==> config.mk <==
export PLATFORM = sky130hd
export DESIGN_NAME = lds_regs
export DESIGN_NICKNAME = d
export VERILOG_FILES = /design/src/lds_pkg.sv /design/src/lds_regs.sv
export SDC_FILE = /design/constraint.sdc
export NUM_CORES = 1
export LEC_CHECK = 0
export BUFFER_PORTS_ARGS = -buffer_cell sky130_fd_sc_hd__buf_2
export CORE_ASPECT_RATIO = 0.5
export CORE_MARGIN = 3
export CORE_UTILIZATION = 54
export DETAILED_ROUTE_END_ITERATION = 7
export PLACE_DENSITY = 0.89
export SLEW_MARGIN = 30
export SYNTH_ARGS = -nofsm -noshare
export SYNTH_HDL_FRONTEND = slang
export SYNTH_SLANG_ARGS = --single-unit
==> constraint.sdc <==
create_clock -name CLK_I -period 3.95 [get_ports CLK_I]
set_input_delay 0.395 -clock CLK_I [delete_from_list [all_inputs] [get_ports CLK_I]]
set_output_delay 0.395 -clock CLK_I [all_outputs]
set_load 0.01 [all_outputs]
==> src/lds_pkg.sv <==
// Package with offsets, fields and reset values of the source control bank
package lds_pkg;
	localparam logic [7:0] ADDR_DAC2_CODE   = 8'h84;
	localparam logic [7:0] ADDR_SRC_RANGE   = 8'h85;
	localparam logic [7:0] ADDR_WR_PERMIT   = 8'h86;
	localparam logic [7:0] ADDR_CONV_RESULT = 8'h87;
	localparam logic [7:0] ADDR_RSVD_LO     = 8'h88;
	localparam logic [7:0] ADDR_RSVD_HI     = 8'h8F;
	localparam logic [7:0] TABLE_ONE_BASE        = 8'h90;
	localparam logic [7:0] TABLE_TWO_BASE        = 8'hD0;
	localparam int         BIT_DAC2_SRC     = 7;
	localparam int         BIT_TABLE_TWO_SRC     = 6;
	localparam int         BIT_DAC1_SRC     = 5;
	localparam int         BIT_TABLE_ONE_SRC     = 4;
	localparam int         BIT_GEN2_FS_LO   = 2;
	localparam int         BIT_GEN1_FS_LO   = 0;
	localparam int         BIT_WEL          = 7;
	localparam logic [7:0] WEL_SET_VAL      = 8'h80;
	localparam logic [7:0] WEL_CLR_VAL      = 8'h00;
	localparam logic [7:0] RST_DAC2_CODE    = 8'h00;
	localparam logic [7:0] RST_SRC_RANGE    = 8'h00;
	localparam logic       RST_WEL          = 1'b0;
endpackage : lds_pkg

==> src/lds_regs.sv <==
// Source select, range and write enable register bank
//
// Operation
// - Byte 84h holds the converter 2 direct code, kept as persist says.
// - Converter 2 takes the direct code when 85h bit 7 is set.
// - Byte 85h holds the source selects and ranges, read and written.
// - Generator 1 range picks the external resistor or an internal range.
// - Generator 2 range picks the external resistor or an internal range.
// - Generator 1 direction follows its control register 0 bit.
// - Table one row comes from the converter result or the manual row.
// - Converter 1 takes the table one row or the control register 3 byte.
// - Table two row comes from the converter result or the manual row.
// - Byte 86h holds the volatile write enable latch in bit 7.
// - Bytes 88h to 8Fh are reserved and have no function.
// - The latch resets to 0, is set by writing 80h and cleared by 00h.
// - With the latch clear a write to any byte but 86h is aborted and not acknowledged.
// - Byte 87h is read only and returns the converter result.
// - The table two row address is D0h plus the six bit row value.
`timescale 1ns/1ps
module lds_regs (
	input  wire logic       CLK_I,          // 200 MHz clock
	input  wire logic       RESETN_I,       // Async reset, active low
	input  wire logic       WR_I,           // Byte write strobe
	input  wire logic       RD_I,           // Byte read strobe
	input  wire logic [7:0] ADDR_I,         // Byte address
	input  wire logic [7:0] WDATA_I,        // Write data
	input  wire logic [7:0] ADC_I,          // Converter result
	input  wire logic [7:0] DAC1_CODE_I,    // Control register 3 byte
	input  wire logic [5:0] TABLE_ONE_ROW_I,     // Manual row for table one
	input  wire logic [5:0] TABLE_TWO_ROW_I,     // Manual row for table two
	input  wire logic [7:0] TABLE_ONE_DATA_I,    // Selected table one byte
	input  wire logic [7:0] TABLE_TWO_DATA_I,    // Selected table two byte
	input  wire logic       PERSIST_SEL_I,  // Control register 0 persist select
	input  wire logic       GEN1_DIR_I,     // Generator 1 direction
	output logic      [7:0] RDATA_O,        // Read data
	output logic            ACK_O,          // Data byte acknowledge
	output logic      [7:0] TABLE_ONE_ADDR_O,    // Table one row address
	output logic      [7:0] TABLE_TWO_ADDR_O,    // Table two row address
	output logic      [7:0] DAC1_IN_O,      // Converter 1 input
	output logic      [7:0] DAC2_IN_O,      // Converter 2 input
	output logic      [1:0] GEN1_FS_O,      // Generator 1 range
	output logic      [1:0] GEN2_FS_O,      // Generator 2 range
	output logic            GEN1_DIR_O,     // Generator 1 direction
	output logic            DAC2_PERSIST_O, // 84h kept non-volatile
	output logic            SRC_NV_SAVE_O,  // Pulse: store 85h
	output logic            WEL_O           // Write enable latch
);
	logic [7:0] dac2_code_r, dac2_code_nxt;
	logic [7:0] src_r, src_nxt;
	logic       wel_r, wel_nxt;
	logic [7:0] rdata_r, rdata_nxt;
	logic       ack_r, ack_nxt;
	logic [7:0] l1a_r, l1a_nxt, l2a_r, l2a_nxt;
	logic [7:0] d1_r, d1_nxt, d2_r, d2_nxt;
	logic       dir_r, pers_r, save_r, save_nxt;
	logic [7:0] adc_s1_r, adc_s2_r, adc_s3_r, adc_r, adc_nxt;
	logic [5:0] row1, row2;

	always_comb begin
		dac2_code_nxt = dac2_code_r;
		src_nxt       = src_r;
		wel_nxt       = wel_r;
		ack_nxt       = 1'b0;
		save_nxt      = 1'b0;
		rdata_nxt     = rdata_r;
		if (WR_I) begin
			if (ADDR_I == lds_pkg::ADDR_WR_PERMIT) begin
				ack_nxt = 1'b1;
				if (WDATA_I == lds_pkg::WEL_SET_VAL)
					wel_nxt = 1'b1;
				else if (WDATA_I == lds_pkg::WEL_CLR_VAL)
					wel_nxt = 1'b0;
			end else if (wel_r) begin
				ack_nxt = 1'b1;
				case (ADDR_I)
					lds_pkg::ADDR_DAC2_CODE: dac2_code_nxt = WDATA_I;
					lds_pkg::ADDR_SRC_RANGE: begin
						src_nxt  = WDATA_I;
						save_nxt = 1'b1;
					end
					default: ack_nxt = 1'b1;
				endcase
			end
		end
		if (RD_I) begin
			case (ADDR_I)
				lds_pkg::ADDR_DAC2_CODE:   rdata_nxt = dac2_code_r;
				lds_pkg::ADDR_SRC_RANGE:   rdata_nxt = src_r;
				lds_pkg::ADDR_WR_PERMIT:   rdata_nxt = {wel_r, 7'h00};
				lds_pkg::ADDR_CONV_RESULT: rdata_nxt = adc_r;
				default:                   rdata_nxt = 8'h00;
			endcase
		end
	end

	// Result word taken only once two synced samples agree
	always_comb begin
		adc_nxt = adc_r;
		if (adc_s2_r == adc_s3_r)
			adc_nxt = adc_s3_r;
	end

	always_comb begin
		row1 = src_r[lds_pkg::BIT_TABLE_ONE_SRC] ? TABLE_ONE_ROW_I : adc_r[7:2];
		row2 = src_r[lds_pkg::BIT_TABLE_TWO_SRC] ? TABLE_TWO_ROW_I : adc_r[7:2];
		l1a_nxt = lds_pkg::TABLE_ONE_BASE + {2'h0, row1};
		l2a_nxt = lds_pkg::TABLE_TWO_BASE + {2'h0, row2};
		d1_nxt = src_r[lds_pkg::BIT_DAC1_SRC] ? DAC1_CODE_I
		                                      : TABLE_ONE_DATA_I;
		d2_nxt = src_r[lds_pkg::BIT_DAC2_SRC] ? dac2_code_r
		                                      : TABLE_TWO_DATA_I;
	end

	always_ff @(posedge CLK_I or negedge RESETN_I) begin
		if (!RESETN_I) begin
			dac2_code_r <= lds_pkg::RST_DAC2_CODE;
			src_r       <= lds_pkg::RST_SRC_RANGE;
			wel_r       <= lds_pkg::RST_WEL;
			rdata_r     <= 8'h00;
			ack_r       <= 1'b0;
			save_r      <= 1'b0;
			l1a_r       <= lds_pkg::TABLE_ONE_BASE;
			l2a_r       <= lds_pkg::TABLE_TWO_BASE;
			d1_r        <= 8'h00;
			d2_r        <= 8'h00;
			dir_r       <= 1'b0;
			pers_r      <= 1'b0;
			adc_s1_r    <= 8'h00;
			adc_s2_r    <= 8'h00;
			adc_s3_r    <= 8'h00;
			adc_r       <= 8'h00;
		end else begin
			dac2_code_r <= dac2_code_nxt;
			src_r       <= src_nxt;
			wel_r       <= wel_nxt;
			rdata_r     <= rdata_nxt;
			ack_r       <= ack_nxt;
			save_r      <= save_nxt;
			l1a_r       <= l1a_nxt;
			l2a_r       <= l2a_nxt;
			d1_r        <= d1_nxt;
			d2_r        <= d2_nxt;
			dir_r       <= GEN1_DIR_I;
			pers_r      <= PERSIST_SEL_I;
			adc_s1_r    <= ADC_I;
			adc_s2_r    <= adc_s1_r;
			adc_s3_r    <= adc_s2_r;
			adc_r       <= adc_nxt;
		end
	end

	assign RDATA_O        = rdata_r;
	assign ACK_O          = ack_r;
	assign TABLE_ONE_ADDR_O    = l1a_r;
	assign TABLE_TWO_ADDR_O    = l2a_r;
	assign DAC1_IN_O      = d1_r;
	assign DAC2_IN_O      = d2_r;
	assign GEN1_FS_O      = src_r[lds_pkg::BIT_GEN1_FS_LO +: 2];
	assign GEN2_FS_O      = src_r[lds_pkg::BIT_GEN2_FS_LO +: 2];
	assign GEN1_DIR_O     = dir_r;
	assign DAC2_PERSIST_O = pers_r;
	assign SRC_NV_SAVE_O  = save_r;
	assign WEL_O          = wel_r;

	a_wel_gate: assert property (
		@(posedge CLK_I) disable iff (!RESETN_I)
		(WR_I && !wel_r && ADDR_I != lds_pkg::ADDR_WR_PERMIT) |=> !ACK_O)
		else $error("write acked with latch clear");
	a_dac2_lock: assert property (
		@(posedge CLK_I) disable iff (!RESETN_I)
		!(WR_I && wel_r && ADDR_I == lds_pkg::ADDR_DAC2_CODE)
		|=> $stable(dac2_code_r))
		else $error("direct code changed without write");
	a_wel_set: assert property (
		@(posedge CLK_I) disable iff (!RESETN_I)
		(WR_I && ADDR_I == lds_pkg::ADDR_WR_PERMIT
		 && WDATA_I == lds_pkg::WEL_SET_VAL) |=> WEL_O)
		else $error("latch not set");
	a_wel_clr: assert property (
		@(posedge CLK_I) disable iff (!RESETN_I)
		(WR_I && ADDR_I == lds_pkg::ADDR_WR_PERMIT
		 && WDATA_I == lds_pkg::WEL_CLR_VAL) |=> !WEL_O)
		else $error("latch not cleared");
	a_wel_hold: assert property (
		@(posedge CLK_I) disable iff (!RESETN_I)
		!(WR_I && ADDR_I == lds_pkg::ADDR_WR_PERMIT) |=> $stable(WEL_O))
		else $error("latch changed without write");
	a_rsvd_zero: assert property (
		@(posedge CLK_I) disable iff (!RESETN_I)
		(RD_I && ADDR_I == lds_pkg::ADDR_WR_PERMIT) |=> RDATA_O[6:0] == 7'h00)
		else $error("reserved bits not zero");
	a_src_hold: assert property (
		@(posedge CLK_I) disable iff (!RESETN_I)
		!(WR_I && wel_r) |=> $stable(src_r))
		else $error("select byte changed without write");
	a_nv_save: assert property (
		@(posedge CLK_I) disable iff (!RESETN_I)
		(WR_I && wel_r && ADDR_I == lds_pkg::ADDR_SRC_RANGE)
		|=> SRC_NV_SAVE_O)
		else $error("store pulse missing");
	a_dac2_sel: assert property (
		@(posedge CLK_I) disable iff (!RESETN_I)
		src_r[lds_pkg::BIT_DAC2_SRC] |=> DAC2_IN_O == $past(dac2_code_r))
		else $error("converter 2 not on direct code");
	a_dac2_lut: assert property (
		@(posedge CLK_I) disable iff (!RESETN_I)
		!src_r[lds_pkg::BIT_DAC2_SRC] |=> DAC2_IN_O == $past(TABLE_TWO_DATA_I))
		else $error("converter 2 not on table row");
	a_table_one_row: assert property (
		@(posedge CLK_I) disable iff (!RESETN_I)
		src_r[lds_pkg::BIT_TABLE_ONE_SRC]
		|=> TABLE_ONE_ADDR_O == lds_pkg::TABLE_ONE_BASE + {2'h0, $past(TABLE_ONE_ROW_I)})
		else $error("table one manual row wrong");
	a_table_two_addr: assert property (
		@(posedge CLK_I) disable iff (!RESETN_I)
		!src_r[lds_pkg::BIT_TABLE_TWO_SRC]
		|=> TABLE_TWO_ADDR_O == lds_pkg::TABLE_TWO_BASE + {2'h0, $past(adc_r[7:2])})
		else $error("table two address wrong");
	a_table_two_row: assert property (
		@(posedge CLK_I) disable iff (!RESETN_I)
		src_r[lds_pkg::BIT_TABLE_TWO_SRC]
		|=> TABLE_TWO_ADDR_O == lds_pkg::TABLE_TWO_BASE + {2'h0, $past(TABLE_TWO_ROW_I)})
		else $error("table two manual row wrong");
	a_dac1_sel: assert property (
		@(posedge CLK_I) disable iff (!RESETN_I)
		!src_r[lds_pkg::BIT_DAC1_SRC] |=> DAC1_IN_O == $past(TABLE_ONE_DATA_I))
		else $error("converter 1 not on table row");
	a_dac1_direct: assert property (
		@(posedge CLK_I) disable iff (!RESETN_I)
		src_r[lds_pkg::BIT_DAC1_SRC] |=> DAC1_IN_O == $past(DAC1_CODE_I))
		else $error("converter 1 not on direct byte");
	a_adc_read: assert property (
		@(posedge CLK_I) disable iff (!RESETN_I)
		(RD_I && ADDR_I == lds_pkg::ADDR_CONV_RESULT)
		|=> RDATA_O == $past(adc_r))
		else $error("result read wrong");
	c_wel_write: cover property (@(posedge CLK_I) disable iff (!RESETN_I)
		WEL_O ##1 (WR_I && ADDR_I == lds_pkg::ADDR_SRC_RANGE) ##1 ACK_O);
	c_abort: cover property (@(posedge CLK_I) disable iff (!RESETN_I)
		!WEL_O && WR_I && ADDR_I == lds_pkg::ADDR_DAC2_CODE);
	c_direct: cover property (@(posedge CLK_I) disable iff (!RESETN_I)
		src_r[lds_pkg::BIT_DAC2_SRC] && src_r[lds_pkg::BIT_TABLE_ONE_SRC]);
	c_manual_rows: cover property (@(posedge CLK_I) disable iff (!RESETN_I)
		src_r[lds_pkg::BIT_TABLE_ONE_SRC] && src_r[lds_pkg::BIT_TABLE_TWO_SRC]);
endmodule // lds_regs

==> results of run 1 <==
how the worst min path moves through the flow:
stage,slack [ns],cells after the start,end
2_1_floorplan,0.1,0,ACK_O
3_3_place_gp,0.33,0,adc_s2_r[7]
3_5_place_dp,0.33,0,adc_s2_r[4]
4_1_cts,0.14,1,src_r[1]
5_1_grt,0.15,1,adc_s1_r[0]
6_report,0.11,1,dac2_code_r[7]
kinds of logic after synthesis:
group / Yosys count / share of synthesized area (%)
AOI/OAI and AO/OA: 16 / 2.60
xor gates and xnor gates: 8 / 2.00
adders and majority gates: 2 / 0.713
buffers and inverters: 29 / 4.89
DFF: 91 / 65.0
muxes: 61 / 20.4
other: 1 / 0.107
and+or+nand+nor: 23 / 4.24
metal layers:
metal  global-route usage [%]  share of wire (%)  up-vias
met5                        0                  0        -
met4                     5.14               0.93        0
met3                     8.50                6.9        8
met2                     36.0                 52       83
met1                     25.3                 40     1080
li1                         -                  -     1004
Yosys cell counts (all sizes together):
cell type / instances / area [sq um]
mux4: 1 / 22.5
inv: 14 / 52.6
dfrtp: 88 / 2200
or4: 1 / 11.3
and2: 1 / 6.26
dfstp: 3 / 78.8
mux2: 51 / 604
nand2: 1 / 3.75
nor2b: 1 / 6.26
ha: 2 / 25.0
nor3: 2 / 10.0
o22ai: 8 / 50.1
a31oi: 1 / 6.26
clkbuf: 5 / 28.8
nand4bb: 1 / 11.3
buf: 10 / 90.1
nor2: 9 / 33.8
a21oi: 7 / 35.0
nand4: 3 / 18.8
xnor2: 8 / 70.1
nor4: 3 / 33.8
mux2i: 9 / 90.1
or4b: 1 / 13.8
conb: 1 / 3.75
worst max-delay path: stages:
cell and delay, ns:
buf_2 0.09, nand4bb_1 0.20, or4b_4 0.59, nor4_4 0.54, mux2_2 0.43
flip-flops by register name, indices dropped and copies added (netlist names):
register,count
ACK_O,1
DAC1_IN_O,8
DAC2_IN_O,8
DAC2_PERSIST_O,1
GEN1_DIR_O,1
RDATA_O,8
SRC_NV_SAVE_O,1
TABLE_ONE_ADDR_O,7
TABLE_TWO_ADDR_O,7
WEL_O,1
adc_r,8
adc_s1_r,8
adc_s2_r,8
adc_s3_r,8
dac2_code_r,8
src_r,8
through the flow:
stage	std cells	setup slack (ns)	power [mW]	hold WS (ns)	instance area [sq um]
2_1_floorplan	231	1.82	1.10	0.0994	3510
3_3_place_gp	418	1.71	1.19	0.334	4080
3_5_place_dp	418	1.64	1.21	0.335	4080
4_1_cts	434	1.90	2.04	0.141	4370
5_1_grt	434	1.84	2.10	0.146	4370
6_report	434	1.92	2.02	0.114	4370
area by class of cell:
| type | instances | area, sq um |
|---|---|---|
| Clock buffer | 13 | 250 |
| Clock inverter | 3 | 40.0 |
| Fill cell | 430 | 1820 |
| Inverter | 14 | 52.6 |
| Multi-Input combinational cell | 111 | 1060 |
| Sequential cell | 91 | 2280 |
| Tap cell | 88 | 110 |
| Timing Repair Buffer | 114 | 576 |
cells in the final DEF, fill, tap and decap left out, types with 2 or more instances in the layout:
cell	Yosys	routed
dfstp_2	3	3
buf_4	6	2
mux2i_1	9	9
mux2_2	43	43
a21oi_1	7	7
ha_1	2	2
clkbuf_1	4	3
nor3_1	2	2
nand4_1	3	3
clkinv_2	0	2
nor2_1	9	9
buf_2	0	112
xnor2_1	8	8
dfrtp_1	88	88
clkbuf_16	0	9
nor4_1	2	2
inv_1	14	14
mux2_4	8	8
o22ai_1	8	8
power by group:
| group | internal (mW) | total [mW] | switching, mW |
|---|---|---|---|
| Clock | 0.506 | 0.827 | 0.321 |
| Sequential | 0.989 | 1.02 | 0.0315 |
| Combinational | 0.0835 | 0.168 | 0.0843 |
==> metrics.md, run 1 <==
| Metric | Value |
|---|---|
| Post-CTS Resized | 0 |
| Max FO, Critical Path | 8 |
| Worst path arrival time | 2.24 ns |
| CTS buffer count | 9 |
| Drc violations | 0 |
| Final Hold Viols | 0 |
| Worst-margin pin slew | 0.711 ns |
| WL final | 7400 um |
| IO Count | 115 |
| Pleak | 2.22 nW |
| Crit path from | ADDR_I[3] |
| Mapped cell area | 3510 sq um |
| Slew margin rel. | 52.6% |
| Worst setup EP type | register |
| CTS tree | yes |
| FF-to-FF Start | adc_s3_r[5] |
| Sequential share of the synthesized area | 65.0% |
| Die ar. | 7560 sq um |
| HPWL after DPL | 5250 um |
| Synthesized area per cell | 15.2 sq um |
| Gpl congestion | 0.799 |
| Reg2Reg Capture Point | adc_r[3] |
| Final min period | 2.03 ns |
| Outcome | finished clean |
| Core Area | 6180 sq um |
| Final Cycle Share | 51.3% |
| RSZ-0062 raised after global routing | false |
| Vias in the first global route | 2393 |
| Crit path required time | 4.16 ns |
| Seq cells post-synth | 91 |
| Setup_tns | 0 ns |
| Pwr/cell area | 462 nW/um^2 |
| Max IR drop VDD | 0.287 mV |
| First-pass GRT wire length | 12200 um |
| Num rows | 20 |
| Grt ovf | 0 |
| Post-CTS Setup Bufs | 0 |
| All-Layer GR Usage | 21.1% |
| CTS Root Cell | clkbuf_16 |
| Register-to-register path setup slack | 2.23 ns |
| H-tree Lvls | 3 |
| Worst-Skew Late Latency | 0.33 ns |
| Cell count after synthesis | 231 |
| Setup violators final | 0 |
| CTS sink count | 91 |
| Util after Layout | 70.6% |
| R2R cell count | 4 |
| Routed vias | 2175 |
| Drt first pass iters | 4 |
| Post-DRT Antenna Nets | 0 |
| Netlist cell types | 28 |
| WL per Instance | 17.1 um |
| Diode count | 0 |
| CP Class | in2reg |
| Die X | 120 um |
| Die Span Y | 63.0 um |
| Clk slew on worst S/H paths | 0.06 ns |
| Peak Freq | 494 MHz |
| Worst setup SP type | input port |
| Port Buffers | 113 |
| Initial DRC Count | 108 |
| Routed vias/inst | 5.01 |
| CTS hold repair buffers | 0 |
| Yosys warning count | 0 |
| Setup Skew | 0.00410 ns |
| CTS Buffer Depth | 2 |
| HP Class | in2async |
| Initial Util | 56.8% |
| Antenna violations before repair | 0 |
| Largest net degree at the start of global routing | 59 |
| Final net count | 409 |
| Layout cell share with drive strength beyond 1 | 53.5% |
| Crit path to | dac2_code_r[7] |
| Max-cap violations | 0 |
| Fin. max-slew vios | 0 |
| Area Growth Syn to Fin | 24.4% |
| Syn nets | 299 |
Power figures use the tool's default switching activity.
==> run 2, diff against run 1 <==
--- a/config.mk
+++ b/config.mk
@@ -8,9 +8,9 @@
 export BUFFER_PORTS_ARGS = -buffer_cell sky130_fd_sc_hd__buf_2
 export CORE_ASPECT_RATIO = 0.5
 export CORE_MARGIN = 3
-export CORE_UTILIZATION = 54
+export CORE_UTILIZATION = 50
 export DETAILED_ROUTE_END_ITERATION = 7
-export PLACE_DENSITY = 0.89
+export PLACE_DENSITY = 0.84
 export SLEW_MARGIN = 30
 export SYNTH_ARGS = -nofsm -noshare
 export SYNTH_HDL_FRONTEND = slang
==> constraint.sdc (replaced) <==
create_clock -name CLK_I -period 2.05 [get_ports CLK_I]
set_input_delay 0.205 -clock CLK_I [delete_from_list [all_inputs] [get_ports CLK_I]]
set_output_delay 0.205 -clock CLK_I [all_outputs]
set_load 0.01 [all_outputs]
==> run 2 against run 1 <==
Compared with the run above:
- clock skew increased by 0.0012 ns
- clock power up 79%
- cell area increased by 3.1%
- count of clock-buffer cells in the layout fell by 2
- sequential share of layout area shrank 1.6 points
- die area grew 7.4%
- non-clock buffer count grew 15
- global-route usage shrank 1.6 points
- hold slack lost 0.080 ns
- via count is 3.4% higher
- first-iteration DRC count decreased by 26%
- largest power group unchanged
==> metrics.md, run 2 (synthesis gave the netlist of run 1 again) <==
| Metric | Value |
|---|---|
| H-tree Lvls | 3 (unchanged) |
| Final min period | 1.75 ns |
| Worst path arrival time | 1.97 ns (-0.27 ns) |
| Fin. max-slew vios | 0 (unchanged) |
| Grt ovf | 0 (unchanged) |
| CTS Root Cell | clkbuf_16 |
| Post-Place Worst Slack | -0.0461 ns (-1.69 ns) |
| Pleak | 2.28 nW (+2.9%) |
| Worst setup EP type | register |
| Peak Freq | 571 MHz |
| Routed vias | 2250 (+3.4%) |
| Initial DRC Count | 80 (-26%) |
| Slew margin rel. | 58.0% (+5.4 points) |
| FF-to-FF Start | adc_s3_r[0] |
| CP max-delay cell | or4b_4 |
| Area Growth Syn to Fin | 28.2% |
| Hold path cells | 2 |
| Gpl congestion | 0.844 (+5.6%) |
| Max IR drop VDD | 0.582 mV (+100%) |
| Layout cell share with drive strength beyond 1 | 52.9% (-0.56 points) |
| HP Class | in2reg |
| Antenna violations before repair | 0 (unchanged) |
| Crit path required time | 2.27 ns (-1.89 ns) |
| Post-DRT Antenna Nets | 0 (unchanged) |
| Register-to-register path setup slack | 0.33 ns (-1.90 ns) |
| Clk slew on worst S/H paths | 0.06 ns (about the same) |
| Worst-margin pin slew | 0.627 ns (-0.0835 ns) |
| Max-cap violations | 0 (unchanged) |
| All-Layer GR Usage | 19.5% (-1.6 points) |
| CTS tree | yes |
| Reg2Reg Capture Point | adc_r[5] |
| Drt first pass iters | 4 (unchanged) |
| IO Count | 115 (unchanged) |
| CTS Buffer Depth | 2 (unchanged) |
| Final Cycle Share | 85.5% |
| Die Span Y | 65.2 um (+3.5%) |
| Crit-path cells | buf_2 -> nand4bb_1 -> or4b_4 -> or4_4 -> mux2_4 |
| Setup Skew | 0.00530 ns (+0.00120 ns) |
| CTS buffer count | 9 (unchanged) |
| Initial Util | 54.6% (-2.2 points) |
| Worst setup margin | 0.298 ns (-1.63 ns) |
| Pwr/cell area | 842 nW/um^2 (+82%) |
| Die ar. | 8120 sq um (+7.4%) |
| Worst setup SP type | input port |
| R2R cell count | 4 (unchanged) |
| Drc violations | 0 (unchanged) |
| Core Area | 6430 sq um (+4.0%) |
| Hold Startpoint | TABLE_TWO_ROW_I[4] |
| HPWL after DPL | 5440 um (+3.6%) |
| Vias in the first global route | 2431 (+1.6%) |
| Max FO, Critical Path | 8 (unchanged) |
| Most common cell after layout, fill and taps aside | buf_2 |
| CP Class | in2reg |
| Largest net degree at the start of global routing | 49 (-17%) |
| Final net count | 424 (+3.7%) |
| Final Hold Viols | 0 (unchanged) |
| WL per Instance | 16.4 um (-3.6%) |
| Diode count | 0 (unchanged) |
| Post-CTS Setup Bufs | 0 (unchanged) |
| First-pass GRT wire length | 12200 um (+0.23%) |
| Port Buffers | 113 (unchanged) |
| Design Area, Final | 4500 sq um (+3.1%) |
| Num rows | 20 (unchanged) |
| Setup violators final | 0 (unchanged) |
| CTS sink count | 91 (unchanged) |
| Outcome | finished clean |
| WL final | 7380 um (-0.26%) |
| Worst Hold Endpoint | TABLE_TWO_ADDR_O[4] |
| Worst-Skew Late Latency | 0.33 ns (about the same) |
| Routed vias/inst | 5.01 (about the same) |
| Commonest non-fill, non-tap cells in the layout | 112 x buf_2, 88 x dfrtp_1, 43 x mux2_2 |
| RSZ-0062 raised after global routing | false |
| DP Area | 4120 sq um (+1.0%) |
| Die X | 124 um (+3.7%) |
| Crit-path max cell delay | 0.56 ns (-0.03 ns) |
==> run 2: changes by cell type in the layout (fill, tap and decap cells not counted) <==
| cell | delta |
|---|---|
| dlygate4sd3_1 | +11 |
| clkinv_2 | +2 |
| clkbuf_1 | -2 |
| buf_12 | +1 |
| bufinv_16 | -1 |
| clkinv_4 | +1 |
| buf_4 | +3 |
==> run 2: through the flow <==
stage	setup TNS, ns	std cells	util, %	power, mW	hold slack (ns)
2_1_floorplan	0	231	-	2.12	-0.0906
3_3_place_gp	0	422	64.0	2.31	0.236
3_5_place_dp	-0.336	422	64.0	2.33	0.249
4_1_cts	0	449	70.0	3.82	0.0237
5_1_grt	0	449	70.0	3.95	0.0378
6_report	0	449	70.0	3.79	0.0339
==> run 2: worst max path at each step <==
stage                start  cells past startpoint  endpoint  slack (ns)
3_3_place_gp     ADDR_I[3]                      5  src_r[3]        0.03
3_5_place_dp     ADDR_I[3]                      5  src_r[7]       -0.05
2_1_floorplan    ADDR_I[3]                      5  src_r[0]        0.11
4_1_cts          ADDR_I[3]                      5  src_r[7]        0.30
5_1_grt        adc_s3_r[2]                      4  adc_r[4]        0.21
6_report         ADDR_I[3]                      5  src_r[2]        0.30
==> run 2: layout make-up <==
| class | count | area (sq um) |
|---|---|---|
| fill | 449 | 1930 |
| timing repair buffer | 129 | 728 |
| clock buffer | 11 | 243 |
| clock inverter | 5 | 28.8 |
| inverter | 14 | 52.6 |
| tap | 88 | 110 |
| multi-input combinational | 111 | 1060 |
| sequential | 91 | 2280 |
==> run 2: power by group <==
| part | switching [mW] | total (mW) | internal, mW |
|---|---|---|---|
| Clock | 0.635 | 1.48 | 0.847 |
| Sequential | 0.0570 | 1.96 | 1.91 |
| Combinational | 0.163 | 0.342 | 0.179 |
| Total | 0.855 | 3.79 | 2.93 |
==> run 2: metal layers <==
| layer | part of all wire [%] | vias up | routed length (um) | GRT usage, % |
|---|---|---|---|---|
| li1 | - | 1042 | - | - |
| met1 | 40 | 1124 | 2980 | 22.6 |
| met2 | 53 | 77 | 3910 | 35.2 |
| met3 | 5.9 | 7 | 434 | 6.49 |
| met4 | 0.89 | 0 | 66 | 5.87 |
| met5 | 0 | - | 0 | 0 |
==> run 2: critical path, delay by kind of cell <==
| kind | cells | cell delay (ns) |
|---|---|---|
| buffers and inverters | 1 | 0.09 |
| muxes | 1 | 0.34 |
| and+or+nand+nor | 3 | 1.33 |
==> run 2: what timing repair did <==
item / in CTS / in global routing
hold endpoints to repair: 53 / 0
endpoints found under the setup margin: 0 / 0
hold buffers: 11 / 0
resized for setup: 0 / 0
==> run 3, diff against run 2 <==
--- a/config.mk
+++ b/config.mk
@@ -9,6 +9,7 @@
 export CORE_ASPECT_RATIO = 0.5
 export CORE_MARGIN = 3
 export CORE_UTILIZATION = 50
+export CTS_BUF_LIST = sky130_fd_sc_hd__clkbuf_16
 export DETAILED_ROUTE_END_ITERATION = 7
 export PLACE_DENSITY = 0.84
 export SLEW_MARGIN = 30
==> run 3 against run 2 <==
Compared with the run above:
- register-to-register slack about the same
- power down 1.2%
- non-clock buffer count unchanged
- critical endpoint unchanged
- critical path type unchanged
- combinational power about the same
- worst setup slack better by 0.0013 ns
- first-iteration DRC count up 25%
- routed wire length down 0.19%
- clock power down 3%
- sequential cell count unchanged
- sequential power about the same
- sequential share of layout area up 0.11 points
==> metrics.md, run 3 (synthesis gave the netlist of run 1 again) <==
| Metric | Value |
|---|---|
| Initial Util | 54.6% (unchanged) |
| Util after Layout | 69.8% (-0.16 points) |
| HPWL after DPL | 5440 um (unchanged) |
| Slew margin rel. | 58.4% (+0.42 points) |
| Final hold slack | 0.0332 ns (-0.000669 ns) |
| Layout fillers | 448 (-0.22%) |
| CTS hold repair buffers | 11 (unchanged) |
| Area Growth Syn to Fin | 28.0% |
| Outcome | finished clean |
| Commonest non-fill, non-tap cells in the layout | 112 x buf_2, 88 x dfrtp_1, 43 x mux2_2 |
| IO Count | 115 (unchanged) |
| CTS sink count | 91 (unchanged) |
| All-Layer GR Usage | 19.5% (-0.073 points) |
| Reg2Reg Capture Point | adc_r[5] |
| Clk slew on worst S/H paths | 0.06 ns (about the same) |
| Worst-margin pin slew | 0.621 ns (-0.00630 ns) |
| Antenna violations before repair | 0 (unchanged) |
| CP max-delay cell | or4b_4 |
| Max FO, Critical Path | 8 (unchanged) |
| Peak Freq | 571 MHz (about the same) |
| Crit-path max cell delay | 0.56 ns (about the same) |
| Final Cycle Share | 85.4% (about the same) |
| Crit path to | src_r[2] |
| Largest net degree at the start of global routing | 49 (unchanged) |
| CP Class | in2reg |
| Port Buffers | 113 (unchanged) |
| Core Area | 6430 sq um (unchanged) |
| Routed vias | 2257 (+0.31%) |
| Max IR drop VDD | 0.567 mV (-2.5%) |
| Final Hold Viols | 0 (unchanged) |
| Drc violations | 0 (unchanged) |
| WL per Instance | 16.4 um (-0.19%) |
| Die ar. | 8120 sq um (unchanged) |
| R2R cell count | 4 (unchanged) |
| Worst path arrival time | 1.97 ns (about the same) |
| Die X | 124 um (unchanged) |
| Initial DRC Count | 100 (+25%) |
| Worst-Skew Late Latency | 0.33 ns (about the same) |
| CTS buffer count | 9 (unchanged) |
| Crit path required time | 2.27 ns (about the same) |
| Gpl congestion | 0.844 (unchanged) |
| WL final | 7370 um (-0.19%) |
| FF-to-FF Start | adc_s3_r[0] |
| Layout cell share with drive strength beyond 1 | 52.6% (-0.28 points) |
| Multi-input logic area | 1060 sq um (unchanged) |
| Post-DRT Antenna Nets | 0 (unchanged) |
| CTS Root Cell | clkbuf_16 |
| Setup violators final | 0 (unchanged) |
| Diode count | 0 (unchanged) |
| Crit path from | ADDR_I[3] |
| Pwr/cell area | 834 nW/um^2 (-0.94%) |
| RSZ-0062 raised after global routing | false |
| First-pass GRT wire length | 12200 um (-0.23%) |
| Grt ovf | 0 (unchanged) |
| Max-cap violations | 0 (unchanged) |
| Post-CTS Setup Bufs | 0 (unchanged) |
| Pleak | 2.28 nW (about the same) |
| Num rows | 20 (unchanged) |
| Post-CTS Resized | 0 (unchanged) |
| Drt first pass iters | 4 (unchanged) |
| Vias in the first global route | 2427 (-0.16%) |
| CTS Buffer Depth | 2 (unchanged) |
| Register-to-register path setup slack | 0.34 ns (about the same) |
| HP Class | in2reg |
| FF/Latch Area | 2280 sq um (unchanged) |
| Worst setup EP type | register |
| Final min period | 1.75 ns (-0.00129 ns) |
| H-tree Lvls | 3 (unchanged) |
| Setup Skew | 0.00559 ns (+0.000290 ns) |
| Most common cell after layout, fill and taps aside | buf_2 |
| Fin. max-slew vios | 0 (unchanged) |
| Crit-path cells | buf_2 -> nand4bb_1 -> or4b_4 -> or4_4 -> mux2_4 |
| Die Span Y | 65.2 um (unchanged) |
| Worst setup SP type | input port |
| CTS tree | yes |
| Routed vias/inst | 5.03 (+0.31%) |
| Final net count | 424 (unchanged) |
==> run 3: through the flow <==
step	TNS, ns	power [mW]	instance area (sq um)	setup slack, ns	std cells
6_report	0	3.74	4490	0.299	449
5_1_grt	0	3.91	4490	0.207	449
4_1_cts	0	3.78	4490	0.304	449
3_5_place_dp	-0.336	2.33	4120	-0.0461	422
3_3_place_gp	0	2.31	4120	0.0270	422
2_1_floorplan	0	2.12	3510	0.114	231
==> run 3: how the worst min path moves through the flow <==
stage	start	to	slack, ns	cells after the start
2_1_floorplan	RESETN_I	ACK_O	-0.09	0
3_3_place_gp	RESETN_I	adc_s2_r[2]	0.24	1
3_5_place_dp	RESETN_I	adc_s1_r[7]	0.25	1
4_1_cts	TABLE_TWO_ROW_I[4]	TABLE_TWO_ADDR_O[4]	0.02	2
5_1_grt	TABLE_TWO_ROW_I[4]	TABLE_TWO_ADDR_O[4]	0.04	2
6_report	TABLE_TWO_ROW_I[4]	TABLE_TWO_ADDR_O[4]	0.03	2
==> run 3: layer usage <==
| layer | routed length [um] | GRT usage (%) |
|---|---|---|
| met1 | 3020 | 22.5 |
| met2 | 3910 | 35.1 |
| met3 | 366 | 6.49 |
| met4 | 73 | 5.87 |
| met5 | 0 | 0 |
==> run 3: critical path, delay by kind of cell <==
kind          cells  cell delay, ns
buf+inv           1            0.09
mux               1            0.34
simple gates      3            1.33
==> run 3: layout make-up <==
cell class                 instances  share of cell area (%)
multi-input combinational        111                    23.5
tap                               88                    2.45
clock buffer                       9                    5.02
timing repair buffer             129                    16.2
inverter                          14                    1.17
clock inverter                     7                   0.808
sequential                        91                    50.8
==> run 3: power breakdown <==
group	leakage [nW]	switching, mW	internal [mW]	total [mW]
registers	1.16	0.0570	1.91	1.96
clock network	0.138	0.634	0.804	1.44
logic	0.985	0.163	0.179	0.342
